[config.mk]
export PLATFORM = sky130hd
export DESIGN_NAME = fesc_top
export DESIGN_NICKNAME = d
export VERILOG_FILES = /design/src/logic/fesc_top.v
export VERILOG_INCLUDE_DIRS = /design/src /design/src/logic
export SDC_FILE = /design/constraint.sdc
export NUM_CORES = 1
export LEC_CHECK = 0
export BUFFER_PORTS_ARGS = -buffer_cell sky130_fd_sc_hd__clkbuf_2
export CAP_MARGIN = 20
export CORE_ASPECT_RATIO = 0.6
export CORE_MARGIN = 2
export CORE_UTILIZATION = 46
export CTS_BUF_LIST = sky130_fd_sc_hd__clkbuf_8 sky130_fd_sc_hd__clkbuf_16
export CTS_CLUSTER_SIZE = 40
export DETAILED_ROUTE_END_ITERATION = 8
export GPL_ROUTABILITY_DRIVEN = 0
export GPL_TIMING_DRIVEN = 1
export MAX_ROUTING_LAYER = met4
export SLEW_MARGIN = 20
export SYNTH_ARGS = -nofsm -noshare
export SYNTH_HDL_FRONTEND = slang
export SYNTH_SLANG_ARGS = --single-unit
[constraint.sdc]
create_clock -name SYS_CLK -period 13.15 [get_ports SYS_CLK]
set_clock_uncertainty 0.1 [all_clocks]
set_input_delay 0.6575 -clock SYS_CLK [delete_from_list [all_inputs] [get_ports SYS_CLK]]
set_output_delay 0.6575 -clock SYS_CLK [all_outputs]
set_load 0.02 [all_outputs]
[src/logic/fesc_regs.vh]
// Register offsets, fields, opcodes and timing counts of the flash command sequencer
`ifndef FESC_REGS_VH
`define FESC_REGS_VH
// Register indices on the plain register port (address width 4)
`define FESC_ADDR_CTRL 4'h0
`define FESC_ADDR_INDEX 4'h1
`define FESC_ADDR_PARAM 4'h2
`define FESC_ADDR_STATUS 4'h3
`define FESC_ADDR_SEC 4'h4
`define FESC_ADDR_PROT 4'h5
`define FESC_ADDR_IRQ_STAT 4'h6
`define FESC_ADDR_IRQ_MASK 4'h7
`define FESC_ADDR_KEY_LO 4'h8
`define FESC_ADDR_KEY_HI 4'h9
`define FESC_ADDR_MODE 4'ha
// Status register bit positions
`define FESC_ST_CCF 7
`define FESC_ST_ACC 5
`define FESC_ST_PV 4
`define FESC_ST_VU 1
`define FESC_ST_VL 0
// Security register fields
`define FESC_SEC_UNSEC 0
`define FESC_SEC_LOCK 1
`define FESC_KEY_ENABLE_FIELD_LSB 6
`define FESC_KEY_ENABLE_FIELD_ON 2'h2
// Command opcodes
`define FESC_OP_BLK 8'h09
`define FESC_OP_SECT 8'h0a
`define FESC_OP_UNSEC 8'h0b
`define FESC_OP_KEY 8'h0c
// Required parameter index per command
`define FESC_IX_BLK 3'h1
`define FESC_IX_UNSEC 3'h0
`define FESC_IX_KEY 3'h4
// Address map: bits 23:16 of a global address select a block
`define FESC_BLK_PFLASH 8'hff
`define FESC_BLK_DFLASH 8'h10
`define FESC_KEY_ADDR 24'hfffe00
// Erase time and verify time in ns, converted to 5 ns cycles
`define FESC_CLK_NS 5
`define FESC_ERASE_NS 2000
`define FESC_VERIFY_NS 400
`define FESC_ERASE_CYC (`FESC_ERASE_NS / `FESC_CLK_NS)
`define FESC_VERIFY_CYC (`FESC_VERIFY_NS / `FESC_CLK_NS)
// Interrupt event bits
`define FESC_EV_DONE 0
`define FESC_EV_ACC 1
`define FESC_EV_PV 2
`define FESC_EV_VERR 3
`endif

[src/logic/fesc_top.v]
// Flash erase and security command sequencer with register port and interrupt
`timescale 1ns/1ps
`include "fesc_regs.vh"
module fesc_top (
    input wire SYS_CLK,
    input wire RST,
    input wire [3:0] ADDR,
    input wire [15:0] WDATA,
    input wire WR,
    input wire RD,
    output reg [15:0] RDATA,
    input wire MODE_OK,
    input wire VERIFY_ERR,
    input wire VERIFY_UNCORR,
    output reg ERASE_BUSY,
    output reg [1:0] ERASE_SCOPE,
    output reg [23:0] ERASE_ADDR,
    output reg IRQ
);
    // Overview of the sequencer
    // Software fills the parameter words through the index and
    // parameter registers, then writes a one to the complete bit
    // of the status register. That write is the launch.
    // At launch the opcode and parameters are checked in one cycle.
    // Any access error or protection fault ends the command at once,
    // so no erase starts on a bad or protected target, save program sector 15 in a program block erase, which checks only bits 14:0.
    // Key verification needs no erase and finishes in two cycles.
    // Erase commands run an erase phase, then a verify phase.
    // The erase phase is shown on the erase strobe outputs, which
    // the flash array uses to pick its target and extent.
    // The verify result comes from the array on two level inputs,
    // sampled on the last verify cycle only.
    // Timing of the phases is fixed; a real array would hand back
    // a done strobe instead, traded here for a simple counter.
    //
    // Register file notes
    // Writes other than the interrupt status clear are dropped
    // while a command runs. This keeps the parameters stable under
    // the sequencer, at the cost of losing writes that arrive early.
    // The key registers are write-only so that the stored key
    // cannot be read back over the port.
    // The lockout bit is read-only and cleared only by reset.
    // The unsecure bit is read-only and set only by a passed
    // unsecure or a matching key.
    //
    // Error flag notes
    // A pending access or protection flag blocks the next launch.
    // Software must clear both before it launches again.
    // Access error wins over protection violation on one launch.
    // Verify flags are cleared at each launch and reflect only the
    // last erase command.
    //
    // Interrupt notes
    // Each completion pulses one event bit per outcome.
    // Events are sticky in the interrupt status register.
    // The interrupt output lags the status by one cycle.
    //
    // Limitations
    // Only the program block and one data block are known targets.
    // Protection is one bit per program sector; program sector 15 shares bit 15 with data.
    // A reset ends any command at once and leaves the array
    // partly erased; software must erase again after reset.
    // Sequencer states, one-hot
    localparam S_IDLE = 4'h1;
    localparam S_ERASE = 4'h2;
    localparam S_VERIFY = 4'h4;
    localparam S_DONE = 4'h8;

    // Phase counter loads, sized to the counter on purpose
    localparam [15:0] ERASE_LAST = `FESC_ERASE_CYC - 1;
    localparam [15:0] VERIFY_LAST = `FESC_VERIFY_CYC - 1;

    reg [3:0] state;
    reg [15:0] cmd_param_array [0:5];
    reg [2:0] param_index_ptr;
    reg cmd_complete_flag;
    reg access_error_flag;
    reg protection_violation_flag;
    reg verify_error_upper;
    reg verify_error_lower;
    reg [7:0] security_reg;
    reg lockout;
    reg [15:0] prot;
    reg [63:0] stored_key;
    reg [3:0] irq_stat;
    reg [3:0] irq_mask;
    reg [15:0] cnt;
    reg [7:0] op;
    reg [3:0] events;
    integer i;

    // Fields of parameter word 0 and the key words
    wire [7:0] opcode = cmd_param_array[0][15:8];
    wire [7:0] gblk = cmd_param_array[0][7:0];
    wire [15:0] goff = cmd_param_array[1];
    wire [63:0] key_in = {cmd_param_array[1], cmd_param_array[2],
                          cmd_param_array[3], cmd_param_array[4]};
    wire [1:0] key_enable_field = security_reg[`FESC_KEY_ENABLE_FIELD_LSB+1:`FESC_KEY_ENABLE_FIELD_LSB];
    wire [15:0] flash_status_reg = {8'h00, cmd_complete_flag, 1'b0, access_error_flag,
                                    protection_violation_flag, 2'b00,
                                    verify_error_upper, verify_error_lower};

    // Block number decoding, used by the block check; the sector check compares with the program block only
    function blk_valid;
        input [7:0] b;
        begin
            blk_valid = (b == `FESC_BLK_PFLASH) || (b == `FESC_BLK_DFLASH);
        end
    endfunction

    // Protection of one program-flash sector: 16 sectors in the 64 KB block
    function sect_prot;
        input [15:0] p;
        input [15:0] a;
        begin
            sect_prot = p[a[15:12]];
        end
    endfunction

    // Launch check, combinational; errors end the command before any erase
    reg chk_acc;
    reg chk_pv;
    always @* begin
        chk_acc = 1'b0;
        chk_pv = 1'b0;
        if (!MODE_OK)
            chk_acc = 1'b1;
        case (opcode)
            `FESC_OP_BLK: begin
                if (param_index_ptr != `FESC_IX_BLK || !blk_valid(gblk))
                    chk_acc = 1'b1;
                else if (gblk == `FESC_BLK_PFLASH && goff[2:0] != 3'h0)
                    chk_acc = 1'b1;
                else if (gblk == `FESC_BLK_DFLASH && goff[0] != 1'b0)
                    chk_acc = 1'b1;
                if (gblk == `FESC_BLK_PFLASH)
                    chk_pv = |prot[14:0];
                else
                    chk_pv = prot[15];
            end
            `FESC_OP_SECT: begin
                if (param_index_ptr != `FESC_IX_BLK || gblk != `FESC_BLK_PFLASH)
                    chk_acc = 1'b1;
                if (goff[2:0] != 3'h0)
                    chk_acc = 1'b1;
                chk_pv = sect_prot(prot, goff);
            end
            `FESC_OP_UNSEC: begin
                if (param_index_ptr != `FESC_IX_UNSEC)
                    chk_acc = 1'b1;
                chk_pv = |prot;
            end
            `FESC_OP_KEY: begin
                if (param_index_ptr != `FESC_IX_KEY)
                    chk_acc = 1'b1;
                if (key_enable_field != `FESC_KEY_ENABLE_FIELD_ON || lockout)
                    chk_acc = 1'b1;
            end
            default: chk_acc = 1'b1;
        endcase
    end

    // Launch is a write of one to the complete flag while it is set
    wire launch = WR && ADDR == `FESC_ADDR_STATUS && WDATA[`FESC_ST_CCF]
                  && cmd_complete_flag;
    // A running command blocks every register write but the interrupt status clear until complete; host must wait anyway
    wire wr_ok = WR && cmd_complete_flag;

    // Sequencer and register file
    always @(posedge SYS_CLK or posedge RST) begin
        if (RST) begin
            state <= S_IDLE;
            for (i = 0; i < 6; i = i + 1)
                cmd_param_array[i] <= 16'h0000;
            param_index_ptr <= 3'h0;
            cmd_complete_flag <= 1'b1;
            access_error_flag <= 1'b0;
            protection_violation_flag <= 1'b0;
            verify_error_upper <= 1'b0;
            verify_error_lower <= 1'b0;
            security_reg <= 8'h80;
            lockout <= 1'b0;
            prot <= 16'h0000;
            stored_key <= 64'h0000000000000000;
            irq_mask <= 4'h0;
            cnt <= 16'h0000;
            op <= 8'h00;
            events <= 4'h0;
            ERASE_BUSY <= 1'b0;
            ERASE_SCOPE <= 2'h0;
            ERASE_ADDR <= 24'h000000;
        end else begin
            events <= 4'h0;
            if (wr_ok) begin
                case (ADDR)
                    `FESC_ADDR_INDEX: param_index_ptr <= WDATA[2:0];
                    `FESC_ADDR_PARAM: if (param_index_ptr < 3'h6)
                        cmd_param_array[param_index_ptr] <= WDATA;
                    `FESC_ADDR_SEC: security_reg[7:1] <= WDATA[7:1];
                    `FESC_ADDR_PROT: prot <= WDATA;
                    `FESC_ADDR_IRQ_MASK: irq_mask <= WDATA[3:0];
                    `FESC_ADDR_KEY_LO: stored_key[31:0] <= {WDATA, WDATA};
                    `FESC_ADDR_KEY_HI: stored_key[63:32] <= {WDATA, WDATA};
                    default: ;
                endcase
                // Error flags clear by writing one
                if (ADDR == `FESC_ADDR_STATUS) begin
                    if (WDATA[`FESC_ST_ACC])
                        access_error_flag <= 1'b0;
                    if (WDATA[`FESC_ST_PV])
                        protection_violation_flag <= 1'b0;
                end
            end
            case (state)
                S_IDLE: begin
                    // Pending errors block launch, as the flag must be clear first
                    if (launch && !access_error_flag && !protection_violation_flag) begin
                        cmd_complete_flag <= 1'b0;
                        verify_error_upper <= 1'b0;
                        verify_error_lower <= 1'b0;
                        op <= opcode;
                        if (chk_acc || chk_pv) begin
                            access_error_flag <= chk_acc;
                            protection_violation_flag <= chk_pv & ~chk_acc;
                            state <= S_DONE;
                        end else if (opcode == `FESC_OP_KEY) begin
                            // Full match releases, mismatch locks out
                            if (key_in == stored_key)
                                security_reg[`FESC_SEC_UNSEC] <= 1'b1;
                            else begin
                                lockout <= 1'b1;
                                access_error_flag <= 1'b1;
                            end
                            state <= S_DONE;
                        end else begin
                            ERASE_BUSY <= 1'b1;
                            ERASE_ADDR <= {gblk, goff};
                            ERASE_SCOPE <= (opcode == `FESC_OP_BLK) ? 2'h1 :
                                           (opcode == `FESC_OP_SECT) ? 2'h2 : 2'h3;
                            cnt <= ERASE_LAST;
                            state <= S_ERASE;
                        end
                    end
                end
                S_ERASE: begin
                    if (cnt == 16'h0000) begin
                        ERASE_BUSY <= 1'b0;
                        cnt <= VERIFY_LAST;
                        state <= S_VERIFY;
                    end else
                        cnt <= cnt - 16'h0001;
                end
                S_VERIFY: begin
                    // Verify result sampled on the last verify cycle
                    if (cnt == 16'h0000) begin
                        verify_error_upper <= VERIFY_ERR | VERIFY_UNCORR;
                        verify_error_lower <= VERIFY_UNCORR;
                        if (op == `FESC_OP_UNSEC && !VERIFY_ERR && !VERIFY_UNCORR)
                            security_reg[`FESC_SEC_UNSEC] <= 1'b1;
                        state <= S_DONE;
                    end else
                        cnt <= cnt - 16'h0001;
                end
                // Completion: flag set one cycle after the result is known,
                // so software never sees complete with stale error flags
                S_DONE: begin
                    cmd_complete_flag <= 1'b1;
                    events[`FESC_EV_DONE] <= 1'b1;
                    events[`FESC_EV_ACC] <= access_error_flag;
                    events[`FESC_EV_PV] <= protection_violation_flag;
                    events[`FESC_EV_VERR] <= verify_error_upper;
                    ERASE_SCOPE <= 2'h0;
                    state <= S_IDLE;
                end
                default: state <= S_IDLE;
            endcase
        end
    end


    // Sticky interrupt status; a new event wins over a write-one clear
    // The clear is not gated by the complete flag, so software may
    // acknowledge an interrupt at any time
    wire [3:0] irq_clr = (WR && ADDR == `FESC_ADDR_IRQ_STAT) ? WDATA[3:0] : 4'h0;
    genvar g;
    generate
        for (g = 0; g < 4; g = g + 1) begin : g_irq
            always @(posedge SYS_CLK or posedge RST) begin
                if (RST)
                    irq_stat[g] <= 1'b0;
                else if (events[g])
                    irq_stat[g] <= 1'b1;
                else if (irq_clr[g])
                    irq_stat[g] <= 1'b0;
            end
        end
    endgenerate


    // Interrupt level and read data, both registered
    // Read data is zero outside the cycle after a read, so a
    // stale value can never be mistaken for an answer
    always @(posedge SYS_CLK or posedge RST) begin
        if (RST) begin
            IRQ <= 1'b0;
            RDATA <= 16'h0000;
        end else begin
            IRQ <= |(irq_stat & irq_mask);
            if (RD) begin
                case (ADDR)
                    `FESC_ADDR_INDEX: RDATA <= {13'h0000, param_index_ptr};
                    `FESC_ADDR_PARAM: RDATA <= (param_index_ptr < 3'h6) ?
                        cmd_param_array[param_index_ptr] : 16'h0000;
                    `FESC_ADDR_STATUS: RDATA <= flash_status_reg;
                    `FESC_ADDR_SEC: RDATA <= {8'h00, security_reg[7:2], lockout,
                                              security_reg[0]};
                    `FESC_ADDR_PROT: RDATA <= prot;
                    `FESC_ADDR_IRQ_STAT: RDATA <= {12'h000, irq_stat};
                    `FESC_ADDR_IRQ_MASK: RDATA <= {12'h000, irq_mask};
                    `FESC_ADDR_MODE: RDATA <= {12'h000, state};
                    default: RDATA <= 16'h0000; // Key words are write-only
                endcase
            end else
                RDATA <= 16'h0000;
        end
    end
endmodule // fesc_top

After elaboration in Yosys (flattened, before gate mapping)
Cells that the tools add are included.
{"block": "word_totals", "reg_bits": 277, "input_bits": 27, "output_inout_bits": 44, "word_cells": 216}
{"block": "classes", "n_addsub": 1, "n_lt_le_gt_ge": 4, "n_eq_ne": 35, "muxes": 83, "bitwise": 8, "reduce_logical": 53}
{"op": "$mux W16", "count": 10}
{"op": "$pmux W16 S8", "count": 1}
{"op": "$bwmux W96", "count": 1}
{"op": "$eq A64 B64 Y1", "count": 1}
{"op": "$bmux W16 S3", "count": 1}
{"op": "$demux W16 S3", "count": 1}
{"op": "$pmux W16 S3", "count": 1}
{"op": "$mux W1", "count": 47}
{"op": "$eq A8 B4 Y1 const B", "count": 5}
{"op": "$mux W4", "count": 7}
{"op": "$eq A4 B3 Y1 const B", "count": 5}
{"op": "$ne A2 B2 Y1 const B", "count": 10}
{"op": "$eq A4 B4 Y1 const B", "count": 4}
{"op": "$logic_not A16 Y1", "count": 1}
{"op": "$reduce_and A2 Y1", "count": 8}
{"op": "$reduce_or A16 Y1", "count": 1}
{"op": "$sub A16 B1 Y16 const B", "count": 1}
{"op": "$reduce_and A5 Y1", "count": 3}
{"op": "$reduce_or A15 Y1", "count": 1}
{"op": "$reduce_bool A2 Y1", "count": 7}
{"op": "$eq A4 B2 Y1 const B", "count": 3}
{"op": "$logic_and A1 B1 Y1", "count": 12}
{"op": "$pmux W4 S3", "count": 1}
{"op": "$pmux W1 S2", "count": 5}
{"op": "27 further kinds", "count": 47}

Logic depth before layout (Yosys ltp)
Gate-level depths: netlist of run 1.
{"block": "logic_depth", "word_depth": 11, "depth_mapped": 9, "mapped_depth_nobuf": 9}

Worst setup path after synthesis of run 1
OpenSTA, ideal clock, no wires.
{"block": "synth_timing", "path_kind": "input port to flip-flop", "start": "input ADDR[2]", "end": "register cmd_param_array[15] (netlist bit)", "setup_time_ns": 0.125, "arrival_time_ns": 2.668, "required_time_ns": 12.925, "path_slack_ns": 10.257, "cell_stages": 8, "n_path_buf": 2, "cell_sequence": "clkbuf_1 -> nor2_1 -> nand2_1 -> a21oi_1 -> nand3_1 -> nor2_1 -> buf_2 -> mux2_2"}
{"block": "synth_between", "elab_chain_len": 2}
{"element": "start, declared", "line_no": "fesc_top.v:7", "source": "input wire [3:0] ADDR,"}
{"element": "$eq A4 B2 Y1", "line_no": "fesc_top.v:195", "source": "case (ADDR)"}
{"element": "$reduce_and A3 Y1 (no line)"}
{"element": "end signal, assigned by index", "line_no": "fesc_top.v:174", "source": "cmd_param_array[i] <= 16'h0000;"}
{"element": "end signal, assigned by index", "line_no": "fesc_top.v:198", "source": "cmd_param_array[param_index_ptr] <= WDATA;"}
{"element": "end, declared", "line_no": "fesc_top.v:74", "source": "reg [15:0] cmd_param_array [0:5];"}
No other way between the ends.
A chain may end at the register's enable or synchronous reset.

Worst setup path in the final report of run 1
{"block": "layout_timing", "start": "register state[0]", "end": "register ERASE_ADDR[5]"}
{"block": "layout_between", "elab_chain_len": 2}
{"element": "start, declared", "line_no": "fesc_top.v:73", "source": "reg [3:0] state;"}
{"element": "start signal, assigned", "line_no": "fesc_top.v:172", "source": "state <= S_IDLE;"}
{"element": "start signal, assigned", "line_no": "fesc_top.v:225", "source": "state <= S_DONE;"}
{"element": "start signal, assigned", "line_no": "fesc_top.v:234", "source": "state <= S_DONE;"}
{"element": "$eq A4 B1 Y1", "line_no": "fesc_top.v:214", "source": "case (state)"}
{"element": "$reduce_and A4 Y1 (no line)"}
{"element": "end signal, assigned", "line_no": "fesc_top.v:237", "source": "ERASE_ADDR <= {gblk, goff};"}
{"element": "end, declared", "line_no": "fesc_top.v:17", "source": "output reg [23:0] ERASE_ADDR,"}
No other way between the ends.

==> results of run 1 <==
==> worst max path at each step <==
stage	cells past startpoint	slack [ns]	end	startpoint
6_report	6	9.58	ERASE_ADDR[5]	state[0]
5_1_grt	9	9.38	cnt[10]	cnt[0]
4_1_cts	6	9.62	ERASE_ADDR[13]	state[0]
3_5_place_dp	7	9.45	ERASE_ADDR[22]	ADDR[2]
3_3_place_gp	8	9.33	cnt[9]	ADDR[1]
2_1_floorplan	1	5.70	ERASE_ADDR[0]	RST
==> worst register-to-register path: stages, from the launching register on <==
cell and delay (ns):
dfstp_2 0.61, inv_1 0.08, nor4_1 0.53, nand4_1 0.67, nor2_1 0.37, o2111ai_4 0.57
mux2_2 0.51
==> power breakdown <==
part | switching (uW) | total (uW) | internal (uW) | leakage, uW
combinational | 34.3 | 40.4 | 6.16 | 0.00273
sequential | 0.313 | 751 | 751 | 0.00333
clock | 304 | 669 | 365 | 0.000400
==> metrics by stage <==
stage | hold slack [ns] | cells
after floorplan | 0.304 | 1003
after global placement | 0.307 | 1360
after detailed placement | 0.311 | 1360
after CTS | 0.170 | 1402
after global routing | 0.201 | 1402
final | 0.128 | 1403
==> routing by layer <==
metal / global-route usage [%] / share of wire, % / vias up
met2: 33.1 / 38 / 316
met3: 5.81 / 9.0 / 33
met4: 3.63 / 1.3 / 0
met1: 43.5 / 52 / 4364
met5: - / 0 / -
li1: - / - / 3803
==> logic make-up (layout without fill, tap and decap cells) <==
| group | after synthesis | count (layout) | share of synthesized area, % |
|---|---|---|---|
| adder cells (fa/ha/maj) | 1 | 1 | 0.107 |
| XOR/XNOR | 32 | 32 | 2.39 |
| flip-flops | 244 | 244 | 52.0 |
| AO/OA/AOI/OAI | 157 | 157 | 8.97 |
| buffers and inverters | 67 | 137 | 2.28 |
| multiplexers | 223 | 223 | 22.1 |
| AND/OR/NAND/NOR | 279 | 279 | 12.1 |
| other | 0 | 1 | 0 |
==> Yosys cell counts, types with 10 or more instances <==
cell,number
dfrtp_1,241
mux2_2,191
nand2_1,83
nor2_1,52
clkbuf_1,39
xor2_1,32
o21ai_0,31
a21oi_1,26
nor3_1,25
mux2i_1,22
o22ai_1,20
nor4_1,19
and3_1,15
nand3_1,14
nor2b_1,14
a22oi_1,11
inv_1,11
nand4_1,11
mux4_2,10
==> area by class of cell <==
cell class | instances | area, um^2 | area share, %
Antenna cell | 1 | 2.50 | 0.0190
Clock buffer | 30 | 683 | 5.19
Clock inverter | 12 | 61.3 | 0.465
Inverter | 11 | 48.8 | 0.370
Multi-Input combinational cell | 692 | 5400 | 41.0
Sequential cell | 244 | 6110 | 46.4
Tap cell | 329 | 412 | 3.13
Timing Repair Buffer | 84 | 455 | 3.46
==> results_dict.tcl, run 1 <==
set metrics [dict create \
    synth-seq-cells 244 \
    async_reset_ff_share_pct 100 \
    status "completed" \
    cts-root-buf "clkbuf_16" \
    portBuffers 70 \
    tightest_slew_ns 1.10 \
    critPathArrivalTime_ns 3.90 \
    final_common_cell "dfrtp_1" \
    finalSetupViolCount 0 \
    endpoint_kind "register" \
    io_pins 71 \
    top_regs "cmd_param_array: 80 flops, stored_key: 32 flops, ERASE_ADDR: 24 flops" \
    syn_area_um2 11700 \
    postLayoutCoreUtil_pct 52.3 \
    rsz0062_at_grt "false" \
    synth_top_flop_cell "dfrtp_1" \
    syn-num-nets 1031 \
    synthDistinctLibCells 64 \
    vdd.ir_drop.worst_mv 0.0848 \
    start_util_pct 46.7 \
    layout_min_cycle_time_ns 3.57 \
    slew_violations 0 \
    row_count 45 \
    wl_mm 33.7 \
    clk_path_buf_depth 3 \
    grt_max_degree 104 \
    viasPerCell 6.07 \
    reg2reg_from "state[0]" \
    reg2regPathDepth 6 \
    cts_hold_buf 0 \
    setup_ws_ns 9.58 \
    cts_buffers 24 \
    relSlewSlack_pct 26.6 \
    rr_endpoint "ERASE_ADDR[5]" \
    r2r_slack_ns 9.58 \
    finalNetCount 1085 \
    dieHeight_um 128 \
    min_period_over_period_pct 27.1 \
    path_max_fanout 26 \
    synth.avg_cell_area_um2 11.7 \
    drt_iter0_drc 888 \
    placed_cell_area_um2 12400 \
    maxCapViolations 0 \
    cp-start-kind "register" \
    die_w_um 210 \
    yosys_warnings 0 \
    power_density_nw_per_um2 111 \
    regMostFlops "cmd_param_array" \
    grt_pass1_vias 8058 \
    post_cts_resized 0 \
    cts_tree "built" \
    finalHoldViolCount 0 \
    num_vias 8516 \
    cts_sinks 244 \
    fillers 2295 \
    drcViolationCount 0 \
    synth_edf_count 0 \
    grt-ovfl-total 0 \
    ant_nets 0 \
    slowest_stage "nand4_1" \
    mostFrequentLayoutCells "240 x dfrtp_1, 191 x mux2_2, 83 x nand2_1, 70 x clkbuf_2, 52 x nor2_1" \
    hpwl_mm 23.2 \
    largest_reg_flops 80 \
    yosys-top-cells-area "dfrtp_1 51%, mux2_2 18%, nand2_1 2.7%" \
    syn_inst 1003 \
    drive_gt1_share_pct 31.2 \
    die-area_um2 26900 \
    final_area_um2 13200 \
    worstPathCellList "inv_1 > nor4_1 > nand4_1 > nor2_1 > o2111ai_4 > mux2_2" \
    grt_usage_pct 26.5 \
    grt_first_pass_wirelength_mm 52.0 \
    fmax_ghz 0.280 \
    required_ns 13.48 \
    dp_slack_ns 9.45 \
    grt_antenna_before_repair 1 \
    dr.pass1.iters 5 \
    ys_seq_area_share_pct 52.0 \
    path_clk_slew_ns 0.07 \
    syn2layout_area_growth_pct 12.2 \
    p_leak_uw 0.00646 \
    fin_setup_tns_ns 0 \
    avgRoutedWirePerCell_um 24.0 \
    yosys.area.top_type "dfrtp_1" \
    insertion_delay_ns 0.55 \
    critical_path_buf_inv_count 1 \
    crit_family "simple AND/OR/NAND/NOR gates" \
    synth_top_cell_area_share_pct 51.4 \
    post-cts-setup-buffers 0 \
    cpPeakStageDelay_ns 0.67 \
    critPathKind "reg -> reg" \
    finalPower_uw 1460 \
    hp-class "in -> async" \
    htree_num_levels 1 \
    core-area_um2 25200 \
]
Power figures use the tool's default switching activity.
==> run 2, diff against run 1 <==
PLACE_DENSITY = 0.66   (was unset)
clock period = 3.1 ns   (was 13.15 ns; I/O delays follow)
==> run 2 against run 1 <==
Non-clock buffer count grew 47. Routed wire length grew 1.6%. Die area is the same. Via count grew 3.0%. Hold slack lost 0.11 ns. Clock power grew to 5.0 times the previous value. Total power grew to 4.6 times the previous value. Fmax grew 19%. Utilization grew 2.5 points. Worst setup slack lost 9.5 ns. Flip-flop and latch count is the same. Sequential power grew to 4.2 times the previous value.
==> results_dict.tcl, run 2 (synthesis results as in run 1) <==
set metrics [dict create \
    die-area_um2 26900 \
    viasPerCell 6.05 \
    mostFrequentLayoutCells "240 x dfrtp_1, 191 x mux2_2, 83 x nand2_1, 70 x clkbuf_2, 52 x nor2_1" \
    io_pins 71 \
    relSlewSlack_pct 47.2 \
    post-cts-setup-buffers 0 \
    core-area_um2 25200 \
    avgRoutedWirePerCell_um 23.6 \
    cts_tree "built" \
    rsz0062_at_grt "false" \
    critPathArrivalTime_ns 3.32 \
    cts_sinks 244 \
    die_w_um 210 \
    critical_path_buf_inv_count 0 \
    holdWs_ns 0.0201 \
    placed_cell_area_um2 12700 \
    cpPeakStageDelay_ns 0.55 \
    top_regs "cmd_param_array: 80 flops, stored_key: 32 flops, ERASE_ADDR: 24 flops" \
    fmax_ghz 0.333 \
    min_period_over_period_pct 96.8 \
    crit_family "compound AO/OA/AOI/OAI gates" \
    p_leak_uw 0.00676 \
    htree_num_levels 1 \
    insertion_delay_ns 0.54 \
    regMostFlops "cmd_param_array" \
    fin_setup_tns_ns 0 \
    power_density_nw_per_um2 488 \
    vdd.ir_drop.worst_mv 0.400 \
    final_common_cell "dfrtp_1" \
    cp-start-kind "register" \
    endpoint_kind "register" \
    slew_violations 0 \
    clk_path_buf_depth 3 \
    drcViolationCount 0 \
    cts_buffers 24 \
    syn2layout_area_growth_pct 17.5 \
    slowest_stage "mux4_2" \
    portBuffers 70 \
    row_count 45 \
    hpwl_mm 24.3 \
    critPathKind "reg -> reg" \
    ant_nets 0 \
    required_ns 3.42 \
    start_util_pct 46.7 \
    drt_iter0_drc 1059 \
    grt-ovfl-total 0 \
    wl_mm 34.2 \
    finalHoldViolCount 0 \
    final_area_um2 13800 \
    maxCapViolations 0 \
    grt_antenna_before_repair 0 \
    path_max_fanout 11 \
    dr.pass1.iters 8 \
    grt_first_pass_wirelength_mm 52.2 \
    finalSetupViolCount 0 \
    worstPathCellList "mux4_2 > mux2_2 > o221ai_2 > o21ai_2 > o31a_4 > or2_1 > a211o_1" \
    finalNetCount 1132 \
    largest_reg_flops 80 \
    fillers 2168 \
    dieHeight_um 128 \
    status "completed" \
    grt_usage_pct 26.6 \
    path_clk_slew_ns 0.07 \
    grt_pass1_vias 8496 \
    num_vias 8773 \
    layout_min_cycle_time_ns 3.00 \
    hp-class "in -> reg" \
    drive_gt1_share_pct 33.9 \
    grt_max_degree 75 \
    tightest_slew_ns 0.781 \
    cts-root-buf "clkbuf_16" \
    n_antenna_cell 0 \
]
## run 2: cell count changes in the layout (fill, tap and decap cells not counted), moves of 3 or more
cell and delta:
dlygate4sd3_1 +12, inv_1 -6, buf_4 +30, clkbuf_8 -3, buf_12 +4, clkinvlp_4 +4
bufinv_16 +6
## run 2: tightest hold or removal path: cells and delay by family
family	cells	cell delay (ns)
buffers and inverters	1	0.24
AND/OR/NAND/NOR	1	0.12
AO/OA/AOI/OAI	1	0.10
## run 2: worst paths after layout
check | slack, ns | endpoint | cells after the start | from
min | 0.02 | irq_stat[2] | 3 | WDATA[2]
max reg2reg | 0.1 | cnt[9] | 7 | goff[12]
min in group asynchronous | 0.15 | ERASE_ADDR[5] | 3 | RST
max | 0.1 | cnt[9] | 7 | goff[12]
min reg2reg | 0.33 | irq_stat[2] | 1 | events[2]
max in group asynchronous | 1.93 | security_reg[7] | 4 | RST
## run 2: stage by stage
| stage | util, % | std cells | power, uW | setup WS (ns) |
|---|---|---|---|---|
| CTS | 54.6 | 1450 | 6790 | 0.0657 |
| global placement | 50.5 | 1394 | 3430 | 0.148 |
| finish | 54.8 | 1451 | 6740 | 0.0983 |
| detailed placement | 50.5 | 1394 | 3430 | 0.107 |
| floorplan | - | 1003 | 3330 | -0.356 |
| global route | 54.8 | 1451 | 6940 | 0.0275 |
## run 2: repair_timing
item / 4_1_cts / 5_1_grt
setup endpoints to repair: 0 / 7
resized for setup: 0 / 3
hold buffers: 12 / 0
hold endpoints to repair: 95 / 0
## run 2: layer usage
| metal | routed length (um) | track usage [%] |
|---|---|---|
| met2 | 13500 | 34.6 |
| met5 | 0 | - |
| met1 | 16500 | 40.0 |
| met4 | 456 | 4.05 |
| met3 | 3810 | 9.48 |
## run 2: power breakdown
group          leakage [uW]  switching, uW  total [uW]  internal [uW]
Clock              0.000448           1310        3360           2050
Combinational       0.00298            150         193           43.4
Sequential          0.00333           1.19        3190           3180
## run 2: area by class of cell
type,instances,area [um^2],area share [%]
well taps,329,412,2.98
flip-flops and latches,244,6110,44.3
clock buffers,28,667,4.83
clock inverters,16,246,1.79
inverters,11,45.0,0.327
multi-input cells,692,5400,39.2
repair buffers,131,908,6.59
==> run 3, diff against run 2 <==
CELL_PAD_IN_SITES_DETAIL_PLACEMENT = 0   (was unset)
CELL_PAD_IN_SITES_GLOBAL_PLACEMENT = 2   (was unset)
CORE_UTILIZATION = 38   (was 46)
PLACE_DENSITY = unset   (was 0.66)
PLACE_DENSITY_LB_ADDON = 0.1   (was unset)
==> run 3 against run 2 <==
Register-to-register slack gained 0.08 ns. Combinational power increased by 3%. Die area rose by 20%. Critical path type unchanged. Critical endpoint unchanged.
==> results_dict.tcl, run 3 (synthesis results as in run 1) <==
set metrics [dict create \
    die-area_um2 32400 \
    largest_reg_flops 80 \
    die_w_um 231 \
    seqPwrFrac_pct 48.2 \
    dr.pass1.iters 5 \
    setup_ws_ns 0.174 \
    required_ns 3.41 \
    endpoint_kind "register" \
    drt_iter0_drc 897 \
    finalSetupViolCount 0 \
    drive_gt1_share_pct 34.4 \
    reg2regPathDepth 7 \
    hpwl_mm 27.7 \
    n_antenna_cell 0 \
    wl_mm 38.1 \
    reg2reg_from "goff[12]" \
    drcViolationCount 0 \
    rsz0062_at_grt "false" \
    vdd.ir_drop.worst_mv 0.295 \
    grt_first_pass_wirelength_mm 57.8 \
    rr_endpoint "cnt[9]" \
    cp-start-kind "register" \
    p_comb_share_pct 3.0 \
    min_period_over_period_pct 94.4 \
    mostFrequentLayoutCells "239 x dfrtp_1, 191 x mux2_2, 83 x nand2_1, 70 x clkbuf_2, 60 x buf_4" \
    worstPathCellList "mux4_2 > mux2_2 > o221ai_2 > o21ai_2 > o31a_1 > or2_1 > a211o_1" \
    grt_pass1_vias 8399 \
    grt-ovfl-total 0 \
    finalHoldViolCount 0 \
    syn2layout_area_growth_pct 18.3 \
    status "completed" \
    core-area_um2 30200 \
    layout_min_cycle_time_ns 2.93 \
    viasPerCell 5.68 \
    path_max_fanout 7 \
    slowest_stage "mux4_2" \
    start_util_pct 38.9 \
    p_leak_uw 0.00680 \
    cpPeakStageDelay_ns 0.53 \
    switching_share_pct 22.4 \
    row_count 49 \
    cts_sinks 244 \
    layout.cells.non_filler 1543 \
    insertion_delay_ns 0.55 \
    cts_buffers 25 \
    regMostFlops "cmd_param_array" \
    io_pins 71 \
    grt_antenna_before_repair 1 \
    fmax_ghz 0.342 \
    dp_slack_ns 0.215 \
    fin_setup_tns_ns 0 \
    avgRoutedWirePerCell_um 24.7 \
    tightest_slew_ns 0.793 \
    portBuffers 70 \
    critPathKind "reg -> reg" \
    dieHeight_um 140 \
    path_clk_slew_ns 0.07 \
    clk_path_buf_depth 3 \
    num_vias 8759 \
    grt_max_degree 66 \
    holdWs_ns 0.0361 \
    power_density_nw_per_um2 476 \
    clkPwrFrac_pct 48.8 \
    slew_violations 0 \
    cts-root-buf "clkbuf_16" \
    maxCapViolations 0 \
    worstSetupEndpoint "cnt[9]" \
    ant_nets 0 \
    power.switching_uw 1480 \
    final_common_cell "dfrtp_1" \
    top_regs "cmd_param_array: 80 flops, stored_key: 32 flops, ERASE_ADDR: 24 flops" \
    post-cts-setup-buffers 0 \
    postLayoutCoreUtil_pct 46.0 \
    post-place-cells 1488 \
    grt_usage_pct 24.8 \
    internal_power_uw 5130 \
    critPathArrivalTime_ns 3.24 \
    hp-class "in -> reg" \
    htree_num_levels 1 \
    cts_tree "built" \
    min_from "WDATA[3]" \
    crit_path_start "goff[12]" \
    relSlewSlack_pct 46.7 \
    finalNetCount 1146 \
    r2r_slack_ns 0.17 \
]
==> run 3: cell count changes in the layout (fill, tap and decap cells not counted), moves of 3 or more <==
cell and change:
clkbuf_8 +5, bufinv_16 -3, clkinvlp_4 -3, buf_4 +16
inv_1 +3
==> run 3: timing repair <==
item / CTS / global route
hold endpoints to repair: 92 / 0
gates resized for setup: 0 / 0
setup endpoints to repair: 0 / 0
hold buffers: 11 / 0
==> run 3: per-stage QoR <==
stage	power, uW	instance area [um^2]
after floorplan	3330	11700
after global placement	3440	12900
after detailed placement	3440	12900
after CTS	6670	13900
after global routing	6830	13900
final	6610	13900
==> run 3: worst max-delay path: cells and delay by family (launching register included) <==
family	cells	cell delay, ns
AND/OR/NAND/NOR	1	0.34
multiplexers	2	0.82
flip-flops	1	0.42
AO/OA/AOI/OAI	4	1.11
==> run 3: cell type report <==
class	count	area, um^2
Multi-Input combinational cell	692	5390
Clock inverter	11	124
Sequential cell	244	6110
Clock buffer	33	736
Timing Repair Buffer	144	971
Tap cell	408	510
Fill cell	2873	16300
Inverter	11	45.0
==> run 3: worst min path at each step <==
stage | slack (ns) | depth (start not counted) | to
3_3_place_gp | 0.21 | 2 | ERASE_ADDR[20]
6_report | 0.04 | 3 | irq_stat[3]
3_5_place_dp | 0.21 | 2 | ERASE_ADDR[20]
5_1_grt | 0.03 | 2 | prot[6]
2_1_floorplan | 0.20 | 2 | verify_error_lower
4_1_cts | 0.01 | 2 | prot[6]
==> run 3: metal layers <==
metal	vias to the layer above	wire length, um	track usage (%)
met5	-	0	-
met4	0	420	3.29
met3	30	2430	4.64
met2	239	14800	31.0
met1	4567	20500	41.1
li1	3923	-	-
==> run 3: power groups by stage <==
stage	clock network, uW	logic (uW)	registers [uW]
6_report	3220	198	3190
5_1_grt	3430	221	3180
4_1_cts	3280	202	3190
3_5_place_dp	0	191	3250
3_3_place_gp	0	191	3250
2_1_floorplan	0	86.3	3250
